`src/design/ppl_pkg.sv`:
```
// Package with constants and carrier types for the port latch and pull-up block.
// Function
// - Pull-up connects per bit only when its select bit is set and pin is input.
// - Pull-up stays off for output-mode pins and alternate-function outputs.
// - Reset clears every pull-up select register to zero.
// - Select bit 0 leaves pull-up off; 1 asks for it connected.
// - Pull-up selects accept whole-byte writes and single-bit manipulations; here bit manipulation reaches only the output latch.
// - A single-bit manipulation runs as a full 8-bit port access.
// - In output mode a write loads the latch, which drives the pin.
// - Output latch holds its value until the next write, in both modes.
// - Reset clears the output latch contents.
// - In input mode a write updates the latch, buffer off, pin unaffected.
// - In output mode a read returns the latch and leaves it unchanged.
// - In input mode a read returns pin levels and leaves the latch unchanged.
// - Output-mode read-modify-write works on the latch, stores and drives the result.
// - Input-mode read-modify-write works on pin levels, stores result in latch only.
// - Direction bit 0 selects output with buffer on; 1 selects input, buffer off.
package ppl_pkg;

  localparam int PPL_NPORT  = 6;
  localparam int PPL_ADDR_W = 20;

  // Register indices; the byte address is four times the index.
  // Port order, lowest first: 0, 1, 3, 7, 12, 14.
  localparam logic [PPL_NPORT-1:0][15:0] PPL_LATCH_IDX =
    {16'hFF0E, 16'hFF0C, 16'hFF07, 16'hFF03, 16'hFF01, 16'hFF00};
  localparam logic [PPL_NPORT-1:0][15:0] PPL_DIR_IDX =
    {16'hFF2E, 16'hFF2C, 16'hFF27, 16'hFF23, 16'hFF21, 16'hFF20};
  localparam logic [PPL_NPORT-1:0][15:0] PPL_PULL_IDX =
    {16'hFF3E, 16'hFF3C, 16'hFF37, 16'hFF33, 16'hFF31, 16'hFF30};
  localparam logic [PPL_NPORT-1:0][15:0] PPL_BITOP_IDX =
    {16'hFF45, 16'hFF44, 16'hFF43, 16'hFF42, 16'hFF41, 16'hFF40};

  // Bits that have a pin behind them.
  localparam logic [PPL_NPORT-1:0][7:0] PPL_PIN_MASK =
    {8'h01, 8'h01, 8'hFF, 8'h0F, 8'hFF, 8'h0F};

  localparam logic [7:0] PPL_LATCH_RST = 8'h00;
  localparam logic [7:0] PPL_DIR_RST   = 8'hFF;
  localparam logic [7:0] PPL_PULL_RST  = 8'h00;

  // Bit manipulation register fields: bit number and operation.
  localparam int PPL_BOP_BIT_LSB = 0;
  localparam int PPL_BOP_OP_LSB  = 3;
  localparam logic [1:0] PPL_OP_SET  = 2'h0;
  localparam logic [1:0] PPL_OP_CLR  = 2'h1;
  localparam logic [1:0] PPL_OP_INV  = 2'h2;
  localparam logic [1:0] PPL_OP_LOAD = 2'h3;

  localparam logic [1:0] PPL_RESP_OKAY   = 2'h0;
  localparam logic [1:0] PPL_RESP_SLVERR = 2'h2;

  typedef enum logic [1:0] {
    PPL_K_LATCH = 2'h0,
    PPL_K_DIR   = 2'h1,
    PPL_K_PULL  = 2'h2,
    PPL_K_BITOP = 2'h3
  } ppl_kind_t;

  typedef struct packed {
    logic      hit;
    ppl_kind_t kind;
    logic [2:0] port;
  } ppl_dec_t;

  typedef logic [PPL_NPORT-1:0][7:0] ppl_port_vec_t;

  typedef struct packed {
    logic                  awvalid;
    logic [PPL_ADDR_W-1:0] awaddr;
    logic                  wvalid;
    logic [31:0]           wdata;
    logic [3:0]            wstrb;
    logic                  bready;
    logic                  arvalid;
    logic [PPL_ADDR_W-1:0] araddr;
    logic                  rready;
  } ppl_axi_req_t;

  typedef struct packed {
    logic        awready;
    logic        wready;
    logic        bvalid;
    logic [1:0]  bresp;
    logic        arready;
    logic        rvalid;
    logic [31:0] rdata;
    logic [1:0]  rresp;
  } ppl_axi_rsp_t;

endpackage : ppl_pkg

```
`src/design/ppl_port_io.sv`:
```
// Port output latches, direction and pull-up selection behind an AXI4-Lite slave.
`timescale 1ns/1ps
`default_nettype none
module ppl_port_io
  import ppl_pkg::*;
(
  // Clock and reset
  input  wire logic          aclk,
  input  wire logic          aresetn,
  // AXI4-Lite slave
  input  wire ppl_axi_req_t  axi_req,
  output wire ppl_axi_rsp_t  axi_rsp,
  // Alternate-function output enables from peripherals
  input  wire ppl_port_vec_t alt_out_en,
  // Pins
  input  wire ppl_port_vec_t pin_in,
  output wire ppl_port_vec_t pin_out,
  output wire ppl_port_vec_t pin_oe,
  output wire ppl_port_vec_t pullup_en
);

  typedef enum logic [1:0] {
    PPL_W_IDLE = 2'b01,
    PPL_W_RESP = 2'b10
  } ppl_wstate_t;

  typedef struct packed {
    ppl_wstate_t           wst;
    logic                  aw_held;
    logic                  w_held;
    logic [PPL_ADDR_W-1:0] awaddr;
    logic [7:0]            wdata;
    logic                  wlane0;
    ppl_port_vec_t         output_latch;
    ppl_port_vec_t         pin_direction;
    ppl_port_vec_t         pullup_select;
    ppl_port_vec_t         pin_out;
    ppl_port_vec_t         pin_oe;
    ppl_port_vec_t         pullup_en;
    ppl_axi_rsp_t          rsp;
  } ppl_state_t;

  ppl_state_t    st_reg;
  ppl_state_t    st_next;
  ppl_port_vec_t pin_sync;
  logic          lat_we;
  logic          aw_fire;
  logic          w_fire;
  logic          ar_fire;

  // Pin levels cross into the bus clock before anything reads them.
  ppl_sync2 #(
    .W(PPL_NPORT * 8)
  ) u_pin_sync (
    .aclk   (aclk),
    .aresetn(aresetn),
    .d      (pin_in),
    .q      (pin_sync)
  );

  // Decodes a byte address against the four register banks.
  function automatic ppl_dec_t decode(input logic [PPL_ADDR_W-1:0] addr);
    ppl_dec_t r;
    r = '0;
    for (int p = 0; p < PPL_NPORT; p++) begin
      if (addr[1:0] == 2'h0) begin
        if (addr[PPL_ADDR_W-1:2] == 18'(PPL_LATCH_IDX[p])) begin
          r = '{hit: 1'b1, kind: PPL_K_LATCH, port: 3'(p)};
        end
        if (addr[PPL_ADDR_W-1:2] == 18'(PPL_DIR_IDX[p])) begin
          r = '{hit: 1'b1, kind: PPL_K_DIR, port: 3'(p)};
        end
        if (addr[PPL_ADDR_W-1:2] == 18'(PPL_PULL_IDX[p])) begin
          r = '{hit: 1'b1, kind: PPL_K_PULL, port: 3'(p)};
        end
        if (addr[PPL_ADDR_W-1:2] == 18'(PPL_BITOP_IDX[p])) begin
          r = '{hit: 1'b1, kind: PPL_K_BITOP, port: 3'(p)};
        end
      end
    end
    return r;
  endfunction : decode

  // What software sees on a port: latch for outputs, pin level for inputs.
  function automatic logic [7:0] port_view(input logic [7:0] lat, input logic [7:0] dir,
                                           input logic [7:0] pins, input logic [7:0] mask);
    return ((lat & ~dir) | (pins & dir)) & mask;
  endfunction : port_view

  assign aw_fire = axi_req.awvalid && st_reg.rsp.awready;
  assign w_fire  = axi_req.wvalid && st_reg.rsp.wready;
  assign ar_fire = axi_req.arvalid && st_reg.rsp.arready;

  always_comb begin
    ppl_dec_t   wd;
    ppl_dec_t   rd;
    logic [7:0] mask;
    logic [7:0] operand;
    logic [7:0] result;
    logic [2:0] bnum;
    wd      = decode(st_reg.awaddr);
    rd      = decode(axi_req.araddr);
    mask    = PPL_PIN_MASK[wd.port];
    operand = 8'h00;
    result  = 8'h00;
    bnum    = st_reg.wdata[PPL_BOP_BIT_LSB +: 3];
    st_next = st_reg;
    lat_we  = 1'b0;

    // Write channel: address and data are taken in either order.
    if (aw_fire) begin
      st_next.aw_held = 1'b1;
      st_next.awaddr  = axi_req.awaddr;
    end
    if (w_fire) begin
      st_next.w_held = 1'b1;
      st_next.wdata  = axi_req.wdata[7:0];
      st_next.wlane0 = axi_req.wstrb[0];
    end

    case (st_reg.wst)
      PPL_W_IDLE: begin
        if (st_reg.aw_held && st_reg.w_held) begin
          st_next.rsp.bvalid = 1'b1;
          st_next.rsp.bresp  = wd.hit ? PPL_RESP_OKAY : PPL_RESP_SLVERR;
          st_next.wst        = PPL_W_RESP;
          if (wd.hit && st_reg.wlane0) begin
            case (wd.kind)
              PPL_K_LATCH: begin
                // A byte write loads the latch whatever the direction.
                st_next.output_latch[wd.port] = st_reg.wdata & mask;
                lat_we = 1'b1;
              end
              PPL_K_DIR: begin
                st_next.pin_direction[wd.port] = st_reg.wdata | ~mask;
              end
              PPL_K_PULL: begin
                st_next.pullup_select[wd.port] = st_reg.wdata & mask;
              end
              PPL_K_BITOP: begin
                // One bit is named but the whole byte is read and rewritten,
                // so latch bits of input pins pick up their pin levels.
                operand = port_view(st_reg.output_latch[wd.port],
                                    st_reg.pin_direction[wd.port],
                                    pin_sync[wd.port], mask);
                case (st_reg.wdata[PPL_BOP_OP_LSB +: 2])
                  PPL_OP_SET: result = operand | (8'h01 << bnum);
                  PPL_OP_CLR: result = operand & ~(8'h01 << bnum);
                  PPL_OP_INV: result = operand ^ (8'h01 << bnum);
                  default:    result = operand;
                endcase
                st_next.output_latch[wd.port] = result & mask;
                lat_we = 1'b1;
              end
              default: begin
                lat_we = 1'b0;
              end
            endcase
          end
        end
      end
      PPL_W_RESP: begin
        if (axi_req.bready) begin
          st_next.rsp.bvalid = 1'b0;
          st_next.aw_held    = 1'b0;
          st_next.w_held     = 1'b0;
          st_next.wst        = PPL_W_IDLE;
        end
      end
      default: begin
        st_next.wst = PPL_W_IDLE;
      end
    endcase
    st_next.rsp.awready = (st_next.wst == PPL_W_IDLE) && !st_next.aw_held;
    st_next.rsp.wready  = (st_next.wst == PPL_W_IDLE) && !st_next.w_held;

    // Read channel: one read at a time, answered the cycle after the address.
    if (ar_fire) begin
      st_next.rsp.rvalid  = 1'b1;
      st_next.rsp.arready = 1'b0;
      st_next.rsp.rresp   = rd.hit ? PPL_RESP_OKAY : PPL_RESP_SLVERR;
      st_next.rsp.rdata   = 32'h0000_0000;
      if (rd.hit) begin
        case (rd.kind)
          PPL_K_DIR: begin
            st_next.rsp.rdata[7:0] = st_reg.pin_direction[rd.port];
          end
          PPL_K_PULL: begin
            st_next.rsp.rdata[7:0] = st_reg.pullup_select[rd.port];
          end
          default: begin
            st_next.rsp.rdata[7:0] = port_view(st_reg.output_latch[rd.port],
                                               st_reg.pin_direction[rd.port],
                                               pin_sync[rd.port],
                                               PPL_PIN_MASK[rd.port]);
          end
        endcase
      end
    end else if (st_reg.rsp.rvalid && axi_req.rready) begin
      st_next.rsp.rvalid  = 1'b0;
      st_next.rsp.arready = 1'b1;
    end

    // Pin drivers are registered so the pads see glitch-free levels.
    for (int p = 0; p < PPL_NPORT; p++) begin
      st_next.pin_out[p] = st_next.output_latch[p];
      st_next.pin_oe[p]  = ~st_next.pin_direction[p] & PPL_PIN_MASK[p];
      st_next.pullup_en[p] = st_next.pullup_select[p] & st_next.pin_direction[p]
                             & ~alt_out_en[p] & PPL_PIN_MASK[p];
    end
  end

  always_ff @(posedge aclk) begin
    if (!aresetn) begin
      st_reg               <= '0;
      st_reg.wst           <= PPL_W_IDLE;
      st_reg.output_latch  <= {PPL_NPORT{PPL_LATCH_RST}};
      st_reg.pin_direction <= {PPL_NPORT{PPL_DIR_RST}};
      st_reg.pullup_select <= {PPL_NPORT{PPL_PULL_RST}};
      st_reg.rsp.awready   <= 1'b1;
      st_reg.rsp.wready    <= 1'b1;
      st_reg.rsp.arready   <= 1'b1;
    end else begin
      st_reg <= st_next;
    end
  end

  assign axi_rsp   = st_reg.rsp;
  assign pin_out   = st_reg.pin_out;
  assign pin_oe    = st_reg.pin_oe;
  assign pullup_en = st_reg.pullup_en;
endmodule : ppl_port_io
`default_nettype wire

```
`src/design/ppl_sync2.sv`:
```
// Two-stage synchroniser for the pin inputs.
`timescale 1ns/1ps
`default_nettype none
module ppl_sync2 #(
  parameter int W = 48
) (
  // Clock and reset
  input  wire logic         aclk,
  input  wire logic         aresetn,
  // Asynchronous levels in, synchronised levels out
  input  wire logic [W-1:0] d,
  output wire logic [W-1:0] q
);

  typedef struct packed {
    logic [W-1:0] s1;
    logic [W-1:0] s2;
  } ppl_sync_st_t;

  ppl_sync_st_t st_reg;
  ppl_sync_st_t st_next;

  // The first stage feeds only the second stage.
  always_comb begin
    st_next.s1 = d;
    st_next.s2 = st_reg.s1;
  end

  always_ff @(posedge aclk) begin
    if (!aresetn) begin
      st_reg <= '0;
    end else begin
      st_reg <= st_next;
    end
  end

  assign q = st_reg.s2;

endmodule : ppl_sync2
`default_nettype wire

```
`config.mk`:
```
export PLATFORM = sky130hd
export DESIGN_NAME = ppl_port_io
export DESIGN_NICKNAME = d
export VERILOG_FILES = /design/src/design/ppl_pkg.sv /design/src/design/ppl_port_io.sv /design/src/design/ppl_sync2.sv
export SDC_FILE = /design/constraint.sdc
export NUM_CORES = 1
export LEC_CHECK = 0
export ABC_AREA = 1
export ABC_CLOCK_PERIOD_IN_PS = 4700
export BUFFER_PORTS_ARGS = -buffer_cell sky130_fd_sc_hd__buf_2
export CAP_MARGIN = 25
export CORE_MARGIN = 1.5
export CORE_UTILIZATION = 45
export DETAILED_ROUTE_END_ITERATION = 8
export PLACE_DENSITY = 0.68
export SETUP_SLACK_MARGIN = 0.5
export SLEW_MARGIN = 5
export SYNTH_ARGS = -nofsm -noshare
export SYNTH_HDL_FRONTEND = slang
export SYNTH_SLANG_ARGS = --single-unit
export TNS_END_PERCENT = 20
```
`constraint.sdc`:
```
create_clock -name aclk -period 4.7 [get_ports aclk]
set_clock_uncertainty 0.2 [all_clocks]
set_input_delay 1.41 -clock aclk [delete_from_list [all_inputs] [get_ports aclk]]
set_output_delay 1.41 -clock aclk [all_outputs]
set_load 0.03 [all_outputs]
```
==> results of run 1 <==
==> layer usage <==
metal,vias up,share of wire (%),global-route usage (%)
met5,-,0.023,0
met4,2,3.8,11.1
met3,97,9.2,5.53
met2,671,43,42.7
met1,6890,44,37.9
li1,7561,-,-
==> path summary, 6_finish.rpt <==
kind / cells past startpoint / from / slack, ns / end
worst min register to register: 2 / u_pin_sync.st_next[19] / 0.18 / u_pin_sync.q[19]
worst max-delay path: 19 / axi_req[12] / 0.78 / axi_rsp[6]
worst min-delay path: 2 / u_pin_sync.st_next[19] / 0.18 / u_pin_sync.q[19]
worst max register to register: 18 / st_reg[344] / 0.79 / pullup_en[18]
==> per-stage QoR <==
| step | std cells | hold WS [ns] | utilization, % | cell area, um2 | worst slack (ns) |
|---|---|---|---|---|---|
| final | 3023 | 0.183 | 50.5 | 18400 | 0.776 |
| after global routing | 3023 | 0.204 | 50.5 | 18400 | 0.445 |
| after CTS | 3023 | 0.185 | 50.4 | 18400 | 0.728 |
| after detailed placement | 2961 | 0.198 | 47.0 | 17200 | 0.169 |
| after global placement | 2961 | 0.192 | 47.0 | 17200 | 0.200 |
| after floorplan | 2495 | 0.190 | - | 16900 | 0.808 |
==> logic make-up (layout without fill, tap and decap cells) <==
kind of cell | Yosys count | after routing | share of synthesized area [%]
compound gates | 282 | 282 | 9.47
fa+ha+maj | 23 | 23 | 1.73
buf+inv | 642 | 702 | 19.0
flops | 312 | 312 | 37.6
mux | 1 | 1 | 0.0602
other cells | 1 | 70 | 0.0226
simple gates | 1165 | 1165 | 32.1
==> final cells by class <==
type / instances / area, um2
clock buffers: 50 / 1060
clock inverters: 12 / 189
fillers: 3749 / 18100
inverters: 380 / 1430
multi-input cells: 1541 / 7490
flip-flops and latches: 312 / 6250
well taps: 468 / 586
repair buffers: 260 / 1450
==> synth_stat cells (3+ instances only) <==
cell type	number	share of area (%)
nor2_4	18	1.2
buf_2	17	0.51
nand2_1	552	12
inv_2	24	0.54
o22ai_1	3	0.11
buf_1	7	0.16
nand3b_1	15	0.68
nor3b_1	4	0.18
and3_1	7	0.26
nor2_1	233	5.3
nand3_2	10	0.60
o2111ai_1	3	0.16
nand2_4	4	0.27
inv_1	352	7.9
nand3_1	206	6.2
clkinv_1	4	0.090
o211ai_1	24	1.1
a211oi_1	5	0.23
clkbuf_1	47	1.1
nand4_1	30	1.1
nand2_2	15	0.56
buf_4	187	8.4
nor2_2	11	0.41
ha_1	23	1.7
nor3_1	39	1.2
nand3_4	5	0.53
o21ai_1	19	0.57
buf_6	4	0.27
o21ai_0	127	3.8
a21oi_1	88	2.6
nor2_8	3	0.36
dfxtp_1	312	38
==> timing repair <==
action | 4_1_cts | 5_1_grt
gates resized for setup | 0 | 5
endpoints found under the hold margin | 0 | 0
endpoints found under the setup margin | 0 | 16
==> where the power goes <==
part | switching [mW] | total (mW) | internal, mW
clock network | 1.15 | 2.94 | 1.80
logic | 0.558 | 0.749 | 0.190
registers | 0.0987 | 2.85 | 2.75
==> worst max-delay path, cell delays in order <==
cell and delay [ns]:
buf_2 0.09, nand2_1 0.05, nor2_1 0.05, nand2_1 0.20, inv_1 0.15, nand2_1 0.13
inv_1 0.06, nand2_1 0.09, nand2_1 0.06, nor2_1 0.20, nand3_1 0.19, a21oi_2 0.39
nand2_1 0.09, o21ai_0 0.52, nand2_1 0.10, nand3_1 0.10, nand3_1 0.07, nand3_1 0.10
a21oi_1 0.06
==> flow_summary_export.csv, run 1 <==
group,metric,value,unit
logic_synthesis,synth.distinct_cells,54,
die,start_util,45.5,%
critical_path,worst-setup-path-type,"in2reg",
timing,maxSlewHeadroom,45.7,%
pwr,irDropWorstVdd,0.252,mV
timing,drv_slew,0,
clock_network,cts_tree,"built",
critical_path,start_kind,"input port",
die,dieArea,38100,um2
place,port_buffers,230,
clock_network,path_clk_slew,0.06,ns
logic_synthesis,synth.yosys.seq_area_share,37.6,%
global_route,grt_max_degree,74,
clock_network,root_buffer,"clkbuf_16",
drt,drtIter0Drc,1391,
logic_synthesis,yosys_register_bits,312,
min_path,hold_class,"reg2reg",
global_route,grt_pass1_vias,13900,
global_route,grt_use_total,27.7,%
logic_synthesis,ys.flop_type,"dfxtp_1",
drt,avgViaCountPerCell,5.04,
logic_synthesis,postSynthCellCount,2426,
critical_path,cp_max_fo,7,
clock_network,clock_sinks,312,
cells_and_area,final_cell_mix,"551 x nand2_1, 352 x inv_1, 312 x dfxtp_1, 232 x nor2_1, 229 x buf_2",
place,dp_hpwl,40300,um
place,gp_congestion,0.963,
die,die_width,195,um
logic_synthesis,synth_edf_count,0,
clock_network,clock_latency,0.55,ns
clock_network,htreeDepth,2,
clock_network,cts.path.max_buffers,3,
critical_path,worstPathRequired,4.92,ns
logic_synthesis,ys_async_sr_fraction,0,%
die,fp-row-count,70,
flow_run,maxCapViolCount,0,
global_route,grt_pass1_wl,81300,um
global_route,antenna_found_initial,1,
cells_and_area,drive_gt1_share,16.6,%
timing,min_period_over_period,83.5,%
logic_synthesis,syn_area_per_cell,6.85,um2
drt,routedWlPerCell,17.6,um
drt,dr.pass1.iters,7,
timing,tightest_slew,0.813,ns
timing,clock.fmax,0.255,GHz
pwr,p_leak,9.68,nW
pwr,power.density,354,nW/um2
timing,finalSetupViolations,0,
timing,rsz0062_at_grt,"true",
cells_and_area,n_antenna_cell,0,
clock_network,ctsHoldBuffers,0,
die,die_height,195,um
critical_path,worstSetupEndpointType,"flop",
clock_network,post_cts_buffers,0,
pwr,p_total,6.54,mW
drt,vias,15200,
global_route,grt-ovfl-total,0,
critical_path,arrival,4.14,ns
die,ioPinCount,364,
timing,finalHoldViolations,0,
cells_and_area,area_growth,10.9,%
drt,drc,0,
cells_and_area,nNetsFinal,2733,
timing,setup_tns,0,ns
timing,fin_crit,3.92,ns
run_status,outcome,"complete, no violations",
drt,ant_nets,0,
drt,wl,53200,um
die,core,36500,um2
cells_and_area,final_common_cell,"nand2_1",
logic_synthesis,netlist_area,16600,um2
logic_synthesis,yosysWarningCount,0,
clock_network,cts_buffers,36,
No activity file was read; power rests on OpenSTA's default activity.
==> run 2: changes to the inputs <==
--- a/config.mk
+++ b/config.mk
@@ -5,14 +5,14 @@
 export SDC_FILE = /design/constraint.sdc
 export NUM_CORES = 1
 export LEC_CHECK = 0
-export ABC_AREA = 1
-export ABC_CLOCK_PERIOD_IN_PS = 4700
+export ABC_AREA = 0
+export ABC_CLOCK_PERIOD_IN_PS = 4000
 export BUFFER_PORTS_ARGS = -buffer_cell sky130_fd_sc_hd__buf_2
 export CAP_MARGIN = 25
 export CORE_MARGIN = 1.5
 export CORE_UTILIZATION = 45
 export DETAILED_ROUTE_END_ITERATION = 8
-export PLACE_DENSITY = 0.68
+export PLACE_DENSITY = 0.69
 export SETUP_SLACK_MARGIN = 0.5
 export SLEW_MARGIN = 5
 export SYNTH_ARGS = -nofsm -noshare
==> constraint.sdc (replaced) <==
create_clock -name aclk -period 4 [get_ports aclk]
set_clock_uncertainty 0.2 [all_clocks]
set_input_delay 1.2 -clock aclk [delete_from_list [all_inputs] [get_ports aclk]]
set_output_delay 1.2 -clock aclk [all_outputs]
set_load 0.03 [all_outputs]
==> run 2 against run 1 <==
  * Area after synthesis shrank 11%
  * Combinational power is 6.8% higher
  * Die area is 11% lower
  * Setup slack lost 0.72 ns
  * Critical endpoint is now axi_rsp[5]
  * Sequential power up 15%
  * Via count down 20%
  * Clock power rose by 11%
  * Critical path depth is 2 lower
  * Hold slack better by 0.039 ns
  * Highest routed layer is now met4
==> flow_summary_export.csv, run 2 <==
group,metric,value,unit
critical_path,slowest_stage,"or3_4",
place,port_buffers,228,
logic_synthesis,synth_most_common_cell,"dfxtp_1",
drt,vias,12200,
critical_path,critPathMaxStageDelay,0.38,ns
die,start_util,45.6,%
drt,routedWlPerCell,20.3,um
cells_and_area,final_common_cell,"dfxtp_1",
logic_synthesis,synth.distinct_cells,94,
clock_network,root_buffer,"clkbuf_16",
timing,finalSetupViolations,0,
timing,drv_slew,0,
cells_and_area,utilization,53.5,%
critical_path,worstPathRequired,4.23,ns
logic_synthesis,ys_async_sr_fraction,0,%
timing,tightest_slew,0.834,ns
critical_path,cp_max_fo,5,
timing,setup_tns,0,ns
timing,maxSlewHeadroom,44.4,%
global_route,antenna_found_initial,0,
logic_synthesis,synth_top_area_share,41.7,%
cells_and_area,final_cell_mix,"303 x dfxtp_1, 225 x buf_2, 142 x nand2_1, 97 x and2_1, 92 x buf_4",
drt,wl,45500,um
run_status,outcome,"complete, no violations",
cells_and_area,drive_gt1_share,29.5,%
cells_and_area,nNetsFinal,1978,
logic_synthesis,yosys_register_bits,308,
timing,fin_crit,3.94,ns
place,gp_congestion,0.949,
logic_synthesis,postSynthCellCount,1618,
logic_synthesis,synth_common_cells,"308 x dfxtp_1, 188 x buf_4, 142 x nand2_1",
clock_network,cts_tree,"built",
logic_synthesis,synth_area_leader_cell,"dfxtp_1",
die,die_width,184,um
drt,drtIter0Drc,915,
die,core,32500,um2
flow_run,maxCapViolCount,0,
clock_network,clock_sinks,308,
critical_path,worst-setup-path-type,"in2reg",
clock_network,ctsHoldBuffers,0,
critical_path,reg2reg_from,"st_reg[340]",
logic_synthesis,synthTopCellsByArea,"dfxtp_1 42%, buf_4 9.5%, mux2i_1 6.4%",
clock_network,cts_buffers,34,
die,dieArea,34000,um2
global_route,grt_use_total,26.0,%
logic_synthesis,syn_area_per_cell,9.15,um2
logic_synthesis,yosysWarningCount,0,
cells_and_area,area_growth,17.4,%
timing,finalHoldViolations,0,
timing,min_period_over_period,98.6,%
place,dp_hpwl,33600,um
cells_and_area,final_area,17400,um2
critical_path,rr_worst_depth,14,
min_path,hold_class,"reg2reg",
critical_path,rrSetupSlack,0.48,ns
critical_path,start_kind,"input port",
min_path,holdPathStages,2,
drt,ant_nets,0,
global_route,grt-ovfl-total,0,
clock_network,clock_latency,0.52,ns
pwr,power.density,422,nW/um2
die,ioPinCount,364,
global_route,grt_max_degree,117,
logic_synthesis,synth.yosys.seq_area_share,41.7,%
logic_synthesis,synth_edf_count,0,
drt,dr.pass1.iters,6,
critical_path,worstPathCellList,"buf_6 -> or3_4 -> or3_4 -> a21oi_2 -> a311oi_1 -> o22ai_1 -> nand3_1 -> buf_4 -> ha_4 -> nor4_4 -> buf_4 -> o2111ai_2 -> a211oi_2 -> a221oi_1 -> o21ai_1 -> a41oi_1 -> o22ai_1",
die,fp-row-count,66,
pwr,irDropWorstVdd,0.353,mV
global_route,grt_pass1_vias,11200,
critical_path,arrival,4.18,ns
timing,rsz0062_at_grt,"true",
pwr,p_leak,7.58,nW
die,die_height,184,um
drt,avgViaCountPerCell,5.44,
global_route,grt_pass1_wl,66800,um
place,place_area,15700,um2
cells_and_area,n_antenna_cell,0,
clock_network,cts.path.max_buffers,3,
logic_synthesis,netlist_area,14800,um2
drt,drc,0,
logic_synthesis,ys.flop_type,"dfxtp_1",
critical_path,worstSetupEndpointType,"flop",
clock_network,path_clk_slew,0.06,ns
clock_network,htreeDepth,2,
timing,clock.fmax,0.254,GHz
[run 2: stage by stage]
stage | hold WS (ns) | power [mW] | worst slack [ns] | instances
after global placement | 0.212 | 4.06 | -0.280 | 2168
after floorplan | 0.208 | 3.91 | -0.0420 | 1687
after global routing | 0.240 | 7.59 | -0.0828 | 2243
after detailed placement | 0.215 | 4.07 | -0.368 | 2168
after CTS | 0.225 | 7.34 | 0.177 | 2236
final | 0.222 | 7.33 | 0.0555 | 2243
[run 2: cell type report]
| cell class | instances | area [um2] |
|---|---|---|
| fill | 3000 | 15100 |
| multi-input combinational | 1062 | 7310 |
| sequential | 308 | 6180 |
| timing repair buffer | 329 | 2000 |
| clock buffer | 49 | 1010 |
| tap | 442 | 553 |
| clock inverter | 12 | 166 |
| inverter | 41 | 154 |
[run 2: logic make-up (layout without fill, tap and decap cells)]
kind of cell    Yosys count  count (layout)  synth area share (%)
compound gates          262             262                  12.6
mux                     122             122                  8.93
other cells               1              70                0.0253
flops                   308             308                  41.7
fa+ha+maj                23              23                  1.94
simple gates            585             585                  21.6
buf+inv                 317             431                  13.2
[run 2: what timing repair did]
item                       in CTS  in global routing
setup endpoints to repair      47                109
buffers inserted                7                  7
pin swaps                      18                 18
gates resized for setup        27                 56
gates cloned                    0                  0
[run 2: power by group]
part / internal, mW / leakage, nW / switching, mW / total (mW)
clock network: 1.96 / 0.573 / 1.30 / 3.26
registers: 3.17 / 2.51 / 0.108 / 3.27
logic: 0.285 / 4.50 / 0.515 / 0.800
[run 2: critical path: cells and delay by family]
kind                       cells  cell delay (ns)
AOI/OAI and AO/OA              9             1.17
and+or+nand+nor                4             1.14
buffers and inverters          3             0.45
adders and majority gates      1             0.22
[run 2: per-layer routing]
| metal | up-vias | wire [um] | GRT usage (%) |
|---|---|---|---|
| met5 | - | 0 | 0 |
| met4 | 0 | 1470 | 9.64 |
| met3 | 98 | 3560 | 4.51 |
| met2 | 525 | 20900 | 42.4 |
| met1 | 5864 | 19500 | 34.3 |
| li1 | 5719 | - | - |
[run 2: worst max-delay path by stage]
stage / slack [ns] / cells after the start / end / from
after floorplan: -0.04 / 17 / axi_rsp[3] / axi_req[20]
after global placement: -0.28 / 15 / axi_rsp[5] / axi_req[20]
after detailed placement: -0.37 / 15 / axi_rsp[3] / axi_req[20]
after CTS: 0.18 / 15 / axi_rsp[3] / axi_req[10]
after global routing: -0.08 / 17 / axi_rsp[4] / axi_req[10]
final: 0.06 / 17 / axi_rsp[5] / axi_req[10]
